## src/hdl/swcb_pkg.sv

```systemverilog
package swcb_pkg;

	////////////////////////////////////////////////////////////////////////
	// Sizes
	localparam int unsigned SWCB_BLOCKS  = 4;
	localparam int unsigned SWCB_ADDR_W  = 8;
	localparam int unsigned SWCB_DATA_W  = 8;
	localparam int unsigned SWCB_CAP_W   = 5;
	localparam int unsigned SWCB_SYNC_N  = 3;

	////////////////////////////////////////////////////////////////////////
	// Register offsets, same in bank 0 and bank 1
	localparam logic [SWCB_ADDR_W-1:0] SWCB_B11_CONTROL2_OFS = 8'h86;
	localparam logic [SWCB_ADDR_W-1:0] SWCB_B13_CONTROL2_OFS = 8'h8e;
	localparam logic [SWCB_ADDR_W-1:0] SWCB_B20_CONTROL2_OFS = 8'h92;
	localparam logic [SWCB_ADDR_W-1:0] SWCB_B22_CONTROL2_OFS = 8'h9a;
	localparam logic [SWCB_ADDR_W-1:0] SWCB_CONTROL2_OFS [SWCB_BLOCKS] = '{
		SWCB_B11_CONTROL2_OFS,
		SWCB_B13_CONTROL2_OFS,
		SWCB_B20_CONTROL2_OFS,
		SWCB_B22_CONTROL2_OFS
	};

	////////////////////////////////////////////////////////////////////////
	// Field positions and reset value
	localparam int unsigned SWCB_COL_BUS_EN_BIT  = 7;
	localparam int unsigned SWCB_CMP_BUS_EN_BIT  = 6;
	localparam int unsigned SWCB_OFS_NULL_BIT    = 5;
	localparam int unsigned SWCB_CAP_MSB         = 4;
	localparam int unsigned SWCB_CAP_LSB         = 0;
	localparam logic [SWCB_DATA_W-1:0] SWCB_CONTROL2_RESET = 8'h00;

	////////////////////////////////////////////////////////////////////////
	// Timing: length of the late part of the second phase, in cycles
	localparam int unsigned SWCB_LATE_CYCLES = 2;
	localparam int unsigned SWCB_PHASE_CNT_W = 8;

	////////////////////////////////////////////////////////////////////////
	// Phase tracker states
	typedef enum logic [1:0] {
		SWCB_PH_NONE,
		SWCB_PH_FIRST,
		SWCB_PH_SECOND
	} swcb_phase_t;

endpackage : swcb_pkg

```

## src/hdl/swcb_regfile.sv

```systemverilog
`timescale 1ns/1ns
module swcb_regfile
	import swcb_pkg::*;
#(
	parameter int unsigned WORDS = 4,
	parameter int unsigned WIDTH = 8,
	parameter logic [WIDTH-1:0] RESET_VALUE = '0
) (
	input  wire logic                       clk_i,
	input  wire logic                       reset_i,
	input  wire logic                       write_i,
	input  wire logic [$clog2(WORDS)-1:0]   windex_i,
	input  wire logic [WIDTH-1:0]           wdata_i,
	input  wire logic                       read_i,
	input  wire logic                       rhit_i,
	input  wire logic [$clog2(WORDS)-1:0]   rindex_i,
	output logic      [WIDTH-1:0]           rdata_o,
	output logic      [WORDS-1:0][WIDTH-1:0] words_o
);

	logic [WORDS-1:0][WIDTH-1:0] mem;

	////////////////////////////////////////////////////////////////////////
	// Storage
	always_ff @(posedge clk_i) begin
		if (reset_i) begin
			mem <= {WORDS{RESET_VALUE}};
		end else if (write_i) begin
			mem[windex_i] <= wdata_i;
		end
	end

	////////////////////////////////////////////////////////////////////////
	// Read data stand only in the cycle after the read strobe
	always_ff @(posedge clk_i) begin
		if (reset_i) begin
			rdata_o <= '0;
		end else if (read_i && rhit_i) begin
			rdata_o <= mem[rindex_i];
		end else begin
			rdata_o <= '0;
		end
	end

	assign words_o = mem;

endmodule : swcb_regfile

```

## src/hdl/swcb_ctrl2.sv

```systemverilog
// Contract
// - Column bus enable clear: column drive off
// - Phase select 0: drive late second phase
// - Phase select 1: drive column bus always
// - Bit 6 gates comparator bus drive
// - Undriven comparator bus reads low
// - Latch comparator at first-phase rise, hold
// - Offset null clear: short off, branches opamp
// - Offset null set: short/ground first phase
// - Offset null modifies integrator feedback switch
// - Bits 4:0 give C capacitor units
// - Four registers, same in banks 0/1
// - Feedback switch: steady, or second phase
`timescale 1ns/1ns
module swcb_ctrl2
	import swcb_pkg::*;
#(
	parameter int unsigned LATE_CYCLES = SWCB_LATE_CYCLES,
	parameter int unsigned CNT_W       = SWCB_PHASE_CNT_W
) (
	input  wire logic                                  clk_i,
	input  wire logic                                  reset_i,
	input  wire logic [SWCB_ADDR_W-1:0]                reg_addr_i,
	input  wire logic                                  reg_bank_i,
	input  wire logic [SWCB_DATA_W-1:0]                reg_wdata_i,
	input  wire logic                                  reg_write_i,
	input  wire logic                                  reg_read_i,
	output logic      [SWCB_DATA_W-1:0]                reg_rdata_o,
	input  wire logic                                  first_clock_phase_i,
	input  wire logic                                  second_clock_phase_i,
	input  wire logic [SWCB_BLOCKS-1:0]                output_phase_select_i,
	input  wire logic [SWCB_BLOCKS-1:0]                integrator_feedback_switch_ctl_i,
	input  wire logic [SWCB_BLOCKS-1:0]                comparator_raw_i,
	output logic      [SWCB_BLOCKS-1:0]                column_bus_oe_o,
	output logic      [SWCB_BLOCKS-1:0]                comparator_bus_oe_o,
	output logic      [SWCB_BLOCKS-1:0]                comparator_bus_o,
	output logic      [SWCB_BLOCKS-1:0]                comparator_latched_o,
	output logic      [SWCB_BLOCKS-1:0]                shorting_switch_o,
	output logic      [SWCB_BLOCKS-1:0]                branch_to_ground_o,
	output logic      [SWCB_BLOCKS-1:0]                branch_to_opamp_o,
	output logic      [SWCB_BLOCKS-1:0]                integrator_fb_switch_o,
	output logic      [SWCB_BLOCKS-1:0][SWCB_CAP_W-1:0] c_branch_cap_size_o
);

	localparam int unsigned IDX_W = $clog2(SWCB_BLOCKS);
	localparam logic [CNT_W-1:0] LATE_CNT = CNT_W'(LATE_CYCLES);
	localparam logic [CNT_W-1:0] CNT_MAX  = {CNT_W{1'b1}};

	////////////////////////////////////////////////////////////////////////
	// Address decode
	logic [SWCB_BLOCKS-1:0] addr_hit;
	logic                   any_hit;
	logic [IDX_W-1:0]       hit_index;
	logic                   bank_ok;
	logic                   do_write;
	logic                   do_read;

	// Both banks reach the same four registers
	assign bank_ok = (reg_bank_i == 1'b0) || (reg_bank_i == 1'b1);

	genvar gi;
	generate
		for (gi = 0; gi < SWCB_BLOCKS; gi++) begin : g_decode
			assign addr_hit[gi] = (reg_addr_i == SWCB_CONTROL2_OFS[gi]);
		end
	endgenerate

	assign any_hit = |addr_hit;

	always_comb begin
		hit_index = '0;
		for (int i = 0; i < SWCB_BLOCKS; i++) begin
			if (addr_hit[i]) begin
				hit_index = IDX_W'(i);
			end
		end
	end

	assign do_write = reg_write_i && any_hit && bank_ok;
	assign do_read  = reg_read_i && bank_ok;

	////////////////////////////////////////////////////////////////////////
	// Register storage
	logic [SWCB_BLOCKS-1:0][SWCB_DATA_W-1:0] control2;

	swcb_regfile #(
		.WORDS       (SWCB_BLOCKS),
		.WIDTH       (SWCB_DATA_W),
		.RESET_VALUE (SWCB_CONTROL2_RESET)
	) u_regfile (
		.clk_i    (clk_i),
		.reset_i  (reset_i),
		.write_i  (do_write),
		.windex_i (hit_index),
		.wdata_i  (reg_wdata_i),
		.read_i   (do_read),
		.rhit_i   (any_hit),
		.rindex_i (hit_index),
		.rdata_o  (reg_rdata_o),
		.words_o  (control2)
	);

	////////////////////////////////////////////////////////////////////////
	// Field extraction
	logic [SWCB_BLOCKS-1:0] col_bus_en;
	logic [SWCB_BLOCKS-1:0] cmp_bus_en;
	logic [SWCB_BLOCKS-1:0] ofs_null_en;

	generate
		for (gi = 0; gi < SWCB_BLOCKS; gi++) begin : g_fields
			assign col_bus_en[gi]  = control2[gi][SWCB_COL_BUS_EN_BIT];
			assign cmp_bus_en[gi]  = control2[gi][SWCB_CMP_BUS_EN_BIT];
			assign ofs_null_en[gi] = control2[gi][SWCB_OFS_NULL_BIT];
		end
	endgenerate

	////////////////////////////////////////////////////////////////////////
	// Phase tracker
	swcb_phase_t phase;
	swcb_phase_t next_phase;
	logic        phase_one;
	logic        phase_two;
	logic        first_q;
	logic        first_rise;

	// Only a clean, non-overlapped phase counts as active
	always_comb begin
		next_phase = SWCB_PH_NONE;
		if (first_clock_phase_i && !second_clock_phase_i) begin
			next_phase = SWCB_PH_FIRST;
		end else if (second_clock_phase_i && !first_clock_phase_i) begin
			next_phase = SWCB_PH_SECOND;
		end
	end

	always_ff @(posedge clk_i) begin
		if (reset_i) begin
			phase <= SWCB_PH_NONE;
		end else begin
			phase <= next_phase;
		end
	end

	always_comb begin
		phase_one = 1'b0;
		phase_two = 1'b0;
		case (next_phase)
			SWCB_PH_FIRST: begin
				phase_one = 1'b1;
			end
			SWCB_PH_SECOND: begin
				phase_two = 1'b1;
			end
			default: begin
				phase_one = 1'b0;
				phase_two = 1'b0;
			end
		endcase
	end

	always_ff @(posedge clk_i) begin
		if (reset_i) begin
			first_q <= 1'b0;
		end else begin
			first_q <= first_clock_phase_i;
		end
	end

	assign first_rise = first_clock_phase_i && !first_q;

	////////////////////////////////////////////////////////////////////////
	// Second phase length, measured to find its final portion
	logic [CNT_W-1:0] phase2_cnt;
	logic [CNT_W-1:0] phase2_len;
	logic [CNT_W-1:0] next_phase2_cnt;
	logic             phase2_late;

	assign next_phase2_cnt = (phase2_cnt == CNT_MAX) ? CNT_MAX
		: phase2_cnt + CNT_W'(1);

	always_ff @(posedge clk_i) begin
		if (reset_i) begin
			phase2_cnt <= '0;
		end else if (phase_two) begin
			phase2_cnt <= next_phase2_cnt;
		end else begin
			phase2_cnt <= '0;
		end
	end

	always_ff @(posedge clk_i) begin
		if (reset_i) begin
			phase2_len <= '0;
		end else if (!phase_two && phase == SWCB_PH_SECOND) begin
			phase2_len <= phase2_cnt;
		end
	end

	// Until one whole second phase has been seen the late part is unknown
	always_comb begin
		phase2_late = 1'b0;
		if (phase_two && phase2_len != '0) begin
			if (phase2_len <= LATE_CNT) begin
				phase2_late = 1'b1;
			end else if (next_phase2_cnt > phase2_len - LATE_CNT) begin
				phase2_late = 1'b1;
			end
		end
	end

	////////////////////////////////////////////////////////////////////////
	// Comparator input synchronisers and phase latch
	logic [SWCB_BLOCKS-1:0] cmp_s1;
	logic [SWCB_BLOCKS-1:0] cmp_s2;
	logic [SWCB_BLOCKS-1:0] cmp_s3;
	logic [SWCB_BLOCKS-1:0] cmp_clean;
	logic [SWCB_BLOCKS-1:0] cmp_latch;

	always_ff @(posedge clk_i) begin
		if (reset_i) begin
			cmp_s1 <= '0;
			cmp_s2 <= '0;
			cmp_s3 <= '0;
		end else begin
			cmp_s1 <= comparator_raw_i;
			cmp_s2 <= cmp_s1;
			cmp_s3 <= cmp_s2;
		end
	end

	generate
		for (gi = 0; gi < SWCB_BLOCKS; gi++) begin : g_cmp
			always_ff @(posedge clk_i) begin
				if (reset_i) begin
					cmp_clean[gi] <= 1'b0;
				end else if (cmp_s2[gi] == cmp_s3[gi]) begin
					cmp_clean[gi] <= cmp_s3[gi];
				end
			end

			// Value held across the following second phase
			always_ff @(posedge clk_i) begin
				if (reset_i) begin
					cmp_latch[gi] <= 1'b0;
				end else if (first_rise) begin
					cmp_latch[gi] <= cmp_clean[gi];
				end
			end
		end
	endgenerate

	////////////////////////////////////////////////////////////////////////
	// Switch decode per block
	logic [SWCB_BLOCKS-1:0] next_col_oe;
	logic [SWCB_BLOCKS-1:0] next_cmp_oe;
	logic [SWCB_BLOCKS-1:0] next_cmp_bus;
	logic [SWCB_BLOCKS-1:0] next_short;
	logic [SWCB_BLOCKS-1:0] next_ground;
	logic [SWCB_BLOCKS-1:0] next_opamp;
	logic [SWCB_BLOCKS-1:0] next_fb;

	generate
		for (gi = 0; gi < SWCB_BLOCKS; gi++) begin : g_switch
			always_comb begin
				if (!col_bus_en[gi]) begin
					next_col_oe[gi] = 1'b0;
				end else if (output_phase_select_i[gi]) begin
					next_col_oe[gi] = 1'b1;
				end else begin
					next_col_oe[gi] = phase2_late;
				end
			end

			always_comb begin
				next_cmp_oe[gi]  = cmp_bus_en[gi];
				// An undriven comparator bus is pulled low
				next_cmp_bus[gi] = cmp_bus_en[gi] && cmp_latch[gi];
			end

			always_comb begin
				if (!ofs_null_en[gi]) begin
					next_short[gi]  = 1'b0;
					next_ground[gi] = 1'b0;
					next_opamp[gi]  = 1'b1;
				end else begin
					next_short[gi]  = phase_one;
					next_ground[gi] = phase_one;
					next_opamp[gi]  = phase_two;
				end
			end

			always_comb begin
				if (!integrator_feedback_switch_ctl_i[gi]) begin
					next_fb[gi] = 1'b0;
				end else if (!ofs_null_en[gi]) begin
					next_fb[gi] = 1'b1;
				end else begin
					next_fb[gi] = phase_two;
				end
			end

			assign c_branch_cap_size_o[gi] =
				control2[gi][SWCB_CAP_MSB:SWCB_CAP_LSB];
		end
	endgenerate

	////////////////////////////////////////////////////////////////////////
	// Registered switch outputs, free of decode glitches
	always_ff @(posedge clk_i) begin
		if (reset_i) begin
			column_bus_oe_o <= '0;
		end else begin
			column_bus_oe_o <= next_col_oe;
		end
	end

	always_ff @(posedge clk_i) begin
		if (reset_i) begin
			comparator_bus_oe_o  <= '0;
			comparator_bus_o     <= '0;
			comparator_latched_o <= '0;
		end else begin
			comparator_bus_oe_o  <= next_cmp_oe;
			comparator_bus_o     <= next_cmp_bus;
			comparator_latched_o <= cmp_latch;
		end
	end

	always_ff @(posedge clk_i) begin
		if (reset_i) begin
			shorting_switch_o  <= '0;
			branch_to_ground_o <= '0;
			branch_to_opamp_o  <= '0;
		end else begin
			shorting_switch_o  <= next_short;
			branch_to_ground_o <= next_ground;
			branch_to_opamp_o  <= next_opamp;
		end
	end

	always_ff @(posedge clk_i) begin
		if (reset_i) begin
			integrator_fb_switch_o <= '0;
		end else begin
			integrator_fb_switch_o <= next_fb;
		end
	end

endmodule : swcb_ctrl2

```

## config.mk

```make
export PLATFORM = sky130hd
export DESIGN_NAME = swcb_ctrl2
export DESIGN_NICKNAME = d
export VERILOG_FILES = /design/src/hdl/swcb_pkg.sv /design/src/hdl/swcb_regfile.sv /design/src/hdl/swcb_ctrl2.sv
export SDC_FILE = /design/constraint.sdc
export NUM_CORES = 1
export LEC_CHECK = 0
export ABC_AREA = 1
export BUFFER_PORTS_ARGS = -buffer_cell sky130_fd_sc_hd__buf_2
export CAP_MARGIN = 20
export CORE_ASPECT_RATIO = 1.4
export CORE_UTILIZATION = 48
export CTS_CLUSTER_DIAMETER = 80
export DETAILED_ROUTE_END_ITERATION = 12
export GPL_ROUTABILITY_DRIVEN = 0
export GPL_TIMING_DRIVEN = 0
export PLACE_DENSITY_LB_ADDON = 0.3
export SLEW_MARGIN = 20
export SYNTH_ARGS = -nofsm -noshare
export SYNTH_HDL_FRONTEND = slang
export SYNTH_SLANG_ARGS = --single-unit
```

## constraint.sdc

```tcl
create_clock -name clk_i -period 2.38 [get_ports clk_i]
set_clock_uncertainty 0.15 [all_clocks]
set_input_delay 0.357 -clock clk_i [delete_from_list [all_inputs] [get_ports clk_i]]
set_output_delay 0.357 -clock clk_i [all_outputs]
set_load 0.02 [all_outputs]
```

==> results of run 1 <==
==> path summary, 6_finish.rpt <==
kind	cells after the start	startpoint	endpoint	slack, ps
max	14	phase2_cnt[2]$_SDFF_PP0_	column_bus_oe_o[0]$_SDFF_PP0_	120
min	3	comparator_raw_i[3]	cmp_s1[3]$_SDFF_PP0_	50
max reg2reg	14	phase2_cnt[2]$_SDFF_PP0_	column_bus_oe_o[0]$_SDFF_PP0_	120
min reg2reg	2	cmp_s1[0]$_SDFF_PP0_	cmp_s2[0]$_SDFF_PP0_	260
==> synth_stat cells, types with 4 or more instances <==
cell,instances,area [sq um]
sky130_fd_sc_hd__buf_4,24,180
sky130_fd_sc_hd__clkbuf_1,10,37.5
sky130_fd_sc_hd__ha_1,10,125
sky130_fd_sc_hd__and2_1,4,25.0
sky130_fd_sc_hd__nor2_1,67,251
sky130_fd_sc_hd__dfxtp_1,107,2140
sky130_fd_sc_hd__nor3_1,8,40.0
sky130_fd_sc_hd__o21ai_1,8,40.0
sky130_fd_sc_hd__o21ai_0,57,285
sky130_fd_sc_hd__nand3_1,16,80.1
sky130_fd_sc_hd__inv_1,75,282
sky130_fd_sc_hd__xnor2_1,5,43.8
sky130_fd_sc_hd__nand2_1,35,131
sky130_fd_sc_hd__a21oi_1,70,350
==> metal layers <==
layer	vias up	share of wire (%)	GRT usage, %
met5	-	0	0
met4	0	3.0	11.8
met3	23	5.7	4.03
met2	129	51	39.4
met1	1719	41	28.0
li1	1864	-	-
==> cell families after synthesis <==
kind of cell,Yosys count,synth area share (%)
AO/OA/AOI/OAI,139,16.7
XOR/XNOR,8,1.66
adder cells (fa/ha/maj),10,2.97
buffers and inverters,115,12.6
flip-flops,107,50.8
AND/OR/NAND/NOR,143,15.2
==> state kept, by name (all words and copies together) (netlist names), 8 cells and up <==
signal and count:
u_regfile.words_o 32, u_regfile.rdata_o 8, phase2_len 8, phase2_cnt 8
==> final cells by class <==
cell class              instances  area [sq um]
plain buffers                  38           244
clock buffers                   9           225
clock inverters                 7          53.8
fillers                       764          3360
inverters                      76           285
multi-input cells             300          1630
flip-flops and latches        107          2160
well taps                     105           131
repair buffers                 95           480
==> power by group <==
group | internal (uW) | switching, uW
Combinational | 83.3 | 148
Clock | 716 | 675
Sequential | 1820 | 14.8
Total | 2620 | 839
==> cells in the final DEF, fill, tap and decap left out, types with 3 or more instances in the layout <==
master and instances:
sky130_fd_sc_hd__inv_1 75, sky130_fd_sc_hd__ha_1 8, sky130_fd_sc_hd__nand4_1 3, sky130_fd_sc_hd__dfxtp_4 3, sky130_fd_sc_hd__buf_2 96, sky130_fd_sc_hd__nor2_1 62
sky130_fd_sc_hd__nor3_1 7, sky130_fd_sc_hd__xor2_1 3, sky130_fd_sc_hd__and2_1 4, sky130_fd_sc_hd__o21ai_0 56, sky130_fd_sc_hd__clkbuf_1 9, sky130_fd_sc_hd__buf_4 26
sky130_fd_sc_hd__nand2_1 33, sky130_fd_sc_hd__xnor2_1 5, sky130_fd_sc_hd__o21ai_1 8, sky130_fd_sc_hd__nor2_2 3, sky130_fd_sc_hd__nand3_1 14, sky130_fd_sc_hd__a21oi_2 3
sky130_fd_sc_hd__nor3_2 4, sky130_fd_sc_hd__a21oi_1 67, sky130_fd_sc_hd__clkbuf_16 9, sky130_fd_sc_hd__nand2_2 3, sky130_fd_sc_hd__dfxtp_1 102
==> worst register-to-register path: stages (launching register included) <==
cell	delay (ps)
sky130_fd_sc_hd__dfxtp_4	380
sky130_fd_sc_hd__nand3_2	130
sky130_fd_sc_hd__nor2_4	120
sky130_fd_sc_hd__nand2_1	70
sky130_fd_sc_hd__or2_2	290
sky130_fd_sc_hd__nand3_1	90
sky130_fd_sc_hd__ha_1	260
sky130_fd_sc_hd__a21oi_2	140
sky130_fd_sc_hd__nor2_1	60
sky130_fd_sc_hd__nor2_2	100
sky130_fd_sc_hd__nand2_1	60
sky130_fd_sc_hd__nand2_1	50
sky130_fd_sc_hd__nand2_1	50
sky130_fd_sc_hd__nand2_2	120
sky130_fd_sc_hd__a21oi_2	80
==> stage by stage <==
| step | TNS [ps] | worst slack [ps] | area (sq um) | total power, uW | cells |
|---|---|---|---|---|---|
| after floorplan | 0 | 87.2 | 4210 | 2020 | 522 |
| after global placement | -1250 | -329 | 4810 | 2090 | 720 |
| after detailed placement | -1560 | -417 | 4810 | 2100 | 720 |
| after CTS | 0 | 5.10 | 5120 | 3470 | 735 |
| after global routing | 0 | 2.63 | 5200 | 3580 | 737 |
| final | 0 | 118 | 5200 | 3460 | 737 |
==> timing repair <==
action	4_1_cts	5_1_grt
endpoints found under the setup margin	4	4
gates resized for setup	10	21
pin swaps	1	3
buffers inserted	0	2
==> results.txt, run 1 <==
----------------------------------------------------
[Synthesis]
  Synthesized netlist cell count ... roughly 520
  Sequential cell area fraction in the yosys report ... around 51%
  Flip-flop and latch count after synthesis ... about 110
  Number of enable flip-flop cells after synthesis ... 0
  Number of synthesis warnings ... 0
  Post-Synthesis Net Count ... about 570
  Fraction of synthesis flops using an asynchronous set or reset pin ... 0%
  Mapped Avg Cell Area ... approximately 8.1 sq um
  Top_reg_cell synth ... sky130_fd_sc_hd__dfxtp_1
  Number of library cell types mapped by synthesis ... 27
  Post-synthesis instance area ... ~4200 sq um

[Route]
  Avg WL per Cell ... ~14 um
  Iteration count of the initial detailed-routing pass ... 4
  Vias per std cell ... 5.07
  DRC violation count after routing ... 0
  Total wire length ... 10200 um
  Routed vias ... between 3000 and 4000
  Initial DRC Count ... 211
  Number of nets still failing antenna checks after routing ... 0

[Timing]
  Slew @ Worst Pin ... about 820 ps
  Tightest hold margin ... 54.0 ps
  Max-slew headroom at the worst pin ... ~45%
  Number of endpoints failing setup at the final stage ... 0
  Maximum achievable frequency ... 0.442 GHz
  Setup repair after global routing missed its margin ... false
  Count of final max-slew check failures ... 0
  Post-layout minimum cycle time ... 2260 ps
  Fraction of the cycle the final worst path needs ... a little over nine tenths
  Number of endpoints with negative hold slack in the final report ... 0

[Worst setup path]
  Critical path endpoint category ... flop
  Crit path required time ... around 2500 ps
  Crit path kind ... reg -> reg
  Bufs and invs on worst path ... 0
  Delay of the slowest critical-path stage ... 380 ps
  Startpoint type of the worst setup path ... flop
  CP max-delay cell ... sky130_fd_sc_hd__dfxtp_4
  Category of cells accounting for the largest share of critical-path delay ... simple AND/OR/NAND/NOR gates
  Critical path cell sequence ... nand3_2 -> nor2_4 -> nand2_1 -> or2_2 -> nand3_1 -> ha_1 -> a21oi_2 -> nor2_1 -> nor2_2 -> nand2_1 -> nand2_1 -> nand2_1 -> nand2_2 -> a21oi_2
  Worst endpoint data arrival time ... between 2000 and 2500 ps
  CP dominant cell by count ... sky130_fd_sc_hd__nand2_1
  CP Max Fanout ... 4

[Clock tree]
  Hold buffer count at CTS ... 0
  Sinks on the clock net ... ~110
  Maximum buffer depth of the clock tree ... 2
  Clock-pin slew of the registers on the worst-case setup and hold paths ... ~70 ps
  Clock latency of the later-clocked register in the worst-skew pair ... about 350 ps
  Number of buffers created by CTS ... 9
  Clock tree from TritonCTS ... yes
  CTS root buffer ... sky130_fd_sc_hd__clkbuf_16
  Maximum level of the CTS H-tree ... 3

[Placement]
  Half-perimeter wire length after detailed placement ... approximately 7300 um
  Count of buffers from port buffering ... 93

[Floorplan]
  Die outline width ... roughly 81 um
  I/O pin cnt ... 95
  Initial core utilization ... between 40% and 50%
  Overall die area ... between 9000 and 10000 sq um
  Core Rows ... 40
  Core outline area ... roughly 8600 sq um
  Height of the chip ... 113 um

[Layout]
  Synth-to-Final Area Change ... 23.5%
  Share of cells above drive strength 1 ... 27.1%
  Share of the core filled with cells ... 60.8%
  Number of antenna diodes ... 0
  Number of nets in the layout ... roughly 670

[Global route]
  Antenna violations before repair ... 0
  Via count of the first global-routing pass ... 3448
  Overall overflow remaining after global route ... 0
  Largest net degree at the start of global routing ... 19
  Global Route Usage Sum ... a little under a quarter
  First-pass GRT wire length ... around 16000 um

[Outcome]
  Outcome ... finished clean

[Pwr]
  Leakage power summed over all cells ... 0.00246 uW
  Power density over cell area ... about 660 nW/um^2
  Maximum vdd drop ... around 0.00042 V

[Flow run]
  Number of max-cap violations ... 0

[Min path]
  Path type of the worst min-delay path ... in -> reg

----------------------------------------------------
(Power assumes the default switching activity.)
==> inputs of run 2 (changes only) <==
Settings changed: CELL_PAD_IN_SITES_DETAIL_PLACEMENT from default to 0, CELL_PAD_IN_SITES_GLOBAL_PLACEMENT from default to 2, CORE_UTILIZATION 48 to 28.
==> run 2 against run 1 <==
Die area increased by 70%. Count of clock-buffer cells in the layout rose by 1. Critical path depth fell by 1. Fmax up 0.34%. Largest cell class unchanged. Largest power group unchanged. Highest routed layer unchanged.
==> results.txt, run 2 (synthesis results as in run 1) <==
----------------------------------------------------
[Floorplan]
  I/O pin cnt ... 95 (unchanged)
  Core Rows ... 52 (was 40)
  Die outline width ... 106 um (was 81.2 um)
  Initial core utilization ... 28.9% (was 49.2%)
  Overall die area ... 15600 sq um (was 9160 sq um)
  Height of the chip ... 147 um (was 113 um)
  Core outline area ... 14600 sq um (was 8560 sq um)

[Timing]
  Number of endpoints with negative hold slack in the final report ... 0 (unchanged)
  Count of final max-slew check failures ... 0 (unchanged)
  Max-slew headroom at the worst pin ... 45.4% (was 44.7%)
  Post-layout minimum cycle time ... 2250 ps (was 2260 ps)
  Post-route setup TNS ... 0 ps (unchanged)
  Number of endpoints failing setup at the final stage ... 0 (unchanged)
  Maximum achievable frequency ... 0.444 GHz (was 0.442 GHz)
  Fraction of the cycle the final worst path needs ... 94.7% (was 95.0%)
  Slew @ Worst Pin ... 813 ps (was 824 ps)

[Worst setup path]
  Crit path required time ... 2460 ps (was 2470 ps)
  Crit path kind ... reg -> reg (unchanged)
  Startpoint type of the worst setup path ... flop (unchanged)
  Critical path endpoint category ... flop (unchanged)
  R2r worst-path depth ... 13 (was 14)
  Worst endpoint data arrival time ... 2330 ps (was 2350 ps)
  CP Max Fanout ... 4 (unchanged)

[Clock tree]
  Sinks on the clock net ... 107 (unchanged)
  Clock-pin slew of the registers on the worst-case setup and hold paths ... 70 ps (about the same)
  Clock tree from TritonCTS ... yes (unchanged)
  CTS root buffer ... sky130_fd_sc_hd__clkbuf_16 (unchanged)
  Number of buffers created by CTS ... 9 (unchanged)
  Hold buffer count at CTS ... 0 (unchanged)
  Maximum level of the CTS H-tree ... 3 (unchanged)
  Maximum buffer depth of the clock tree ... 2 (unchanged)
  Clock latency of the later-clocked register in the worst-skew pair ... 340 ps (was 350 ps)

[Route]
  DRC violation count after routing ... 0 (unchanged)
  Sum of routed wire segments on met1 ... 4900 um (was 4150 um)
  Iteration count of the initial detailed-routing pass ... 5 (was 4)
  Vias per std cell ... 4.43 (was 5.07)
  Routed vias ... 3650 (was 3735)
  Total wire length ... 11900 um (was 10200 um)
  Avg WL per Cell ... 14.5 um (was 13.9 um)
  Initial DRC Count ... 172 (was 211)
  Uppermost layer routed ... met4 (unchanged)
  Number of nets still failing antenna checks after routing ... 0 (unchanged)
  Routed wl met3 ... 304 um (was 584 um)
  Wire length on met2 ... 6580 um (was 5190 um)

[Global route]
  Global Route Usage Sum ... 15.4% (was 23.4%)
  First-pass GRT wire length ... 18200 um (was 16100 um)
  Via count of the first global-routing pass ... 3513 (was 3448)
  Largest net degree at the start of global routing ... 18 (was 19)
  Overall overflow remaining after global route ... 0 (unchanged)
  Antenna violations before repair ... 0 (unchanged)

[Layout]
  Number of nets in the layout ... 674 (was 672)
  Most frequent cells in the layout ... 102 x sky130_fd_sc_hd__dfxtp_1, 96 x sky130_fd_sc_hd__buf_2, 75 x sky130_fd_sc_hd__inv_1 (unchanged)
  Leading cell type in the layout, fill and taps excluded ... sky130_fd_sc_hd__dfxtp_1 (unchanged)
  Synth-to-Final Area Change ... 26.4% (was 23.5%)
  Share of the core filled with cells ... 36.6% (was 60.8%)
  Flip-flop count of the largest register, all copies and words added ... 32 (unchanged)
  Number of antenna diodes ... 0 (unchanged)
  Count of non-filler cells in the finished layout ... 823 (was 737)
  Share of cells above drive strength 1 ... 26.5% (was 27.1%)

[Pwr]
  Portion of total power attributed to sequential cells ... 51.6% (was 53.0%)
  Combinational power share ... 6.5% (was 6.7%)
  Int Pwr ... 2720 uW (was 2620 uW)
  Maximum vdd drop ... 0.000271 V (was 0.000420 V)
  Switching share of power ... 23.4% (was 24.3%)
  Total design power ... 3550 uW (was 3460 uW)
  Power density over cell area ... 667 nW/um^2 (was 665 nW/um^2)
  P_sw ... 833 uW (was 839 uW)
  Leakage power summed over all cells ... 0.00247 uW (was 0.00246 uW)
  Power share of the clock group ... 41.9% (was 40.3%)

[Placement]
  Half-perimeter wire length after detailed placement ... 8820 um (was 7310 um)
  Count of buffers from port buffering ... 93 (unchanged)
  Inst Count DP ... 804 (was 720)

[Min path]
  Number of cells on the worst hold path ... 3 (unchanged)
  Path type of the worst min-delay path ... in -> reg (unchanged)

[Flow run]
  Number of max-cap violations ... 0 (unchanged)

[Outcome]
  Outcome ... finished clean (unchanged)

----------------------------------------------------
run 2: worst paths after layout:
kind | start | to | slack [ps]
max | phase2_cnt[3]$_SDFF_PP0_ | column_bus_oe_o[2]$_SDFF_PP0_ | 130
min | comparator_raw_i[3] | cmp_s1[3]$_SDFF_PP0_ | 70
max reg2reg | phase2_cnt[3]$_SDFF_PP0_ | column_bus_oe_o[2]$_SDFF_PP0_ | 130
min reg2reg | cmp_s1[2]$_SDFF_PP0_ | cmp_s2[2]$_SDFF_PP0_ | 250
run 2: power by group through the flow:
stage / clock network, uW / registers (uW) / logic [uW]
finish: 1490 / 1830 / 231
global route: 1610 / 1840 / 259
CTS: 1540 / 1830 / 232
detailed placement: 0 / 1880 / 229
global placement: 0 / 1880 / 227
floorplan: 0 / 1890 / 129
run 2: repair_timing:
item / in CTS / in global routing
pin swaps: 1 / 4
endpoints found under the hold margin: 0 / 0
endpoints found under the setup margin: 4 / 4
cloned: 0 / 1
buffers inserted: 0 / 3
gates resized for setup: 11 / 16
run 2: final cells by class:
cell class	instances	area (sq um)
Clock buffer	10	229
Tap cell	189	236
Clock inverter	6	66.3
Sequential cell	107	2160
Timing Repair Buffer	96	488
Multi-Input combinational cell	301	1620
Buffer	38	244
Fill cell	1594	9250
Inverter	76	285
run 2: layer usage:
metal  track usage (%)  up-vias
met1              17.6     1706
met3              2.53        8
li1                  -     1872
met2              28.3       64
met4              5.90        0
met5                 0        -
run 2: worst max-delay path, cell delays in order (launching register included):
cell,delay (ps)
sky130_fd_sc_hd__dfxtp_4,370
sky130_fd_sc_hd__inv_1,90
sky130_fd_sc_hd__nor2_4,150
sky130_fd_sc_hd__nand4_1,110
sky130_fd_sc_hd__or2_2,310
sky130_fd_sc_hd__nand3_1,90
sky130_fd_sc_hd__ha_1,250
sky130_fd_sc_hd__a21o_1,160
sky130_fd_sc_hd__nor2_1,90
sky130_fd_sc_hd__nand2_1,60
sky130_fd_sc_hd__nand2_1,60
sky130_fd_sc_hd__nand2_1,60
sky130_fd_sc_hd__nand2_2,120
sky130_fd_sc_hd__a21oi_1,70
run 2: metrics by stage:
| stage | instance area [sq um] | hold WS (ps) | setup slack, ps |
|---|---|---|---|
| finish | 5330 | 69.3 | 126 |
| global route | 5330 | 60.9 | -4.41 |
| CTS | 5240 | 58.4 | 15.6 |
| detailed placement | 4920 | 246 | -480 |
| global placement | 4920 | 244 | -485 |
| floorplan | 4210 | 238 | 87.2 |
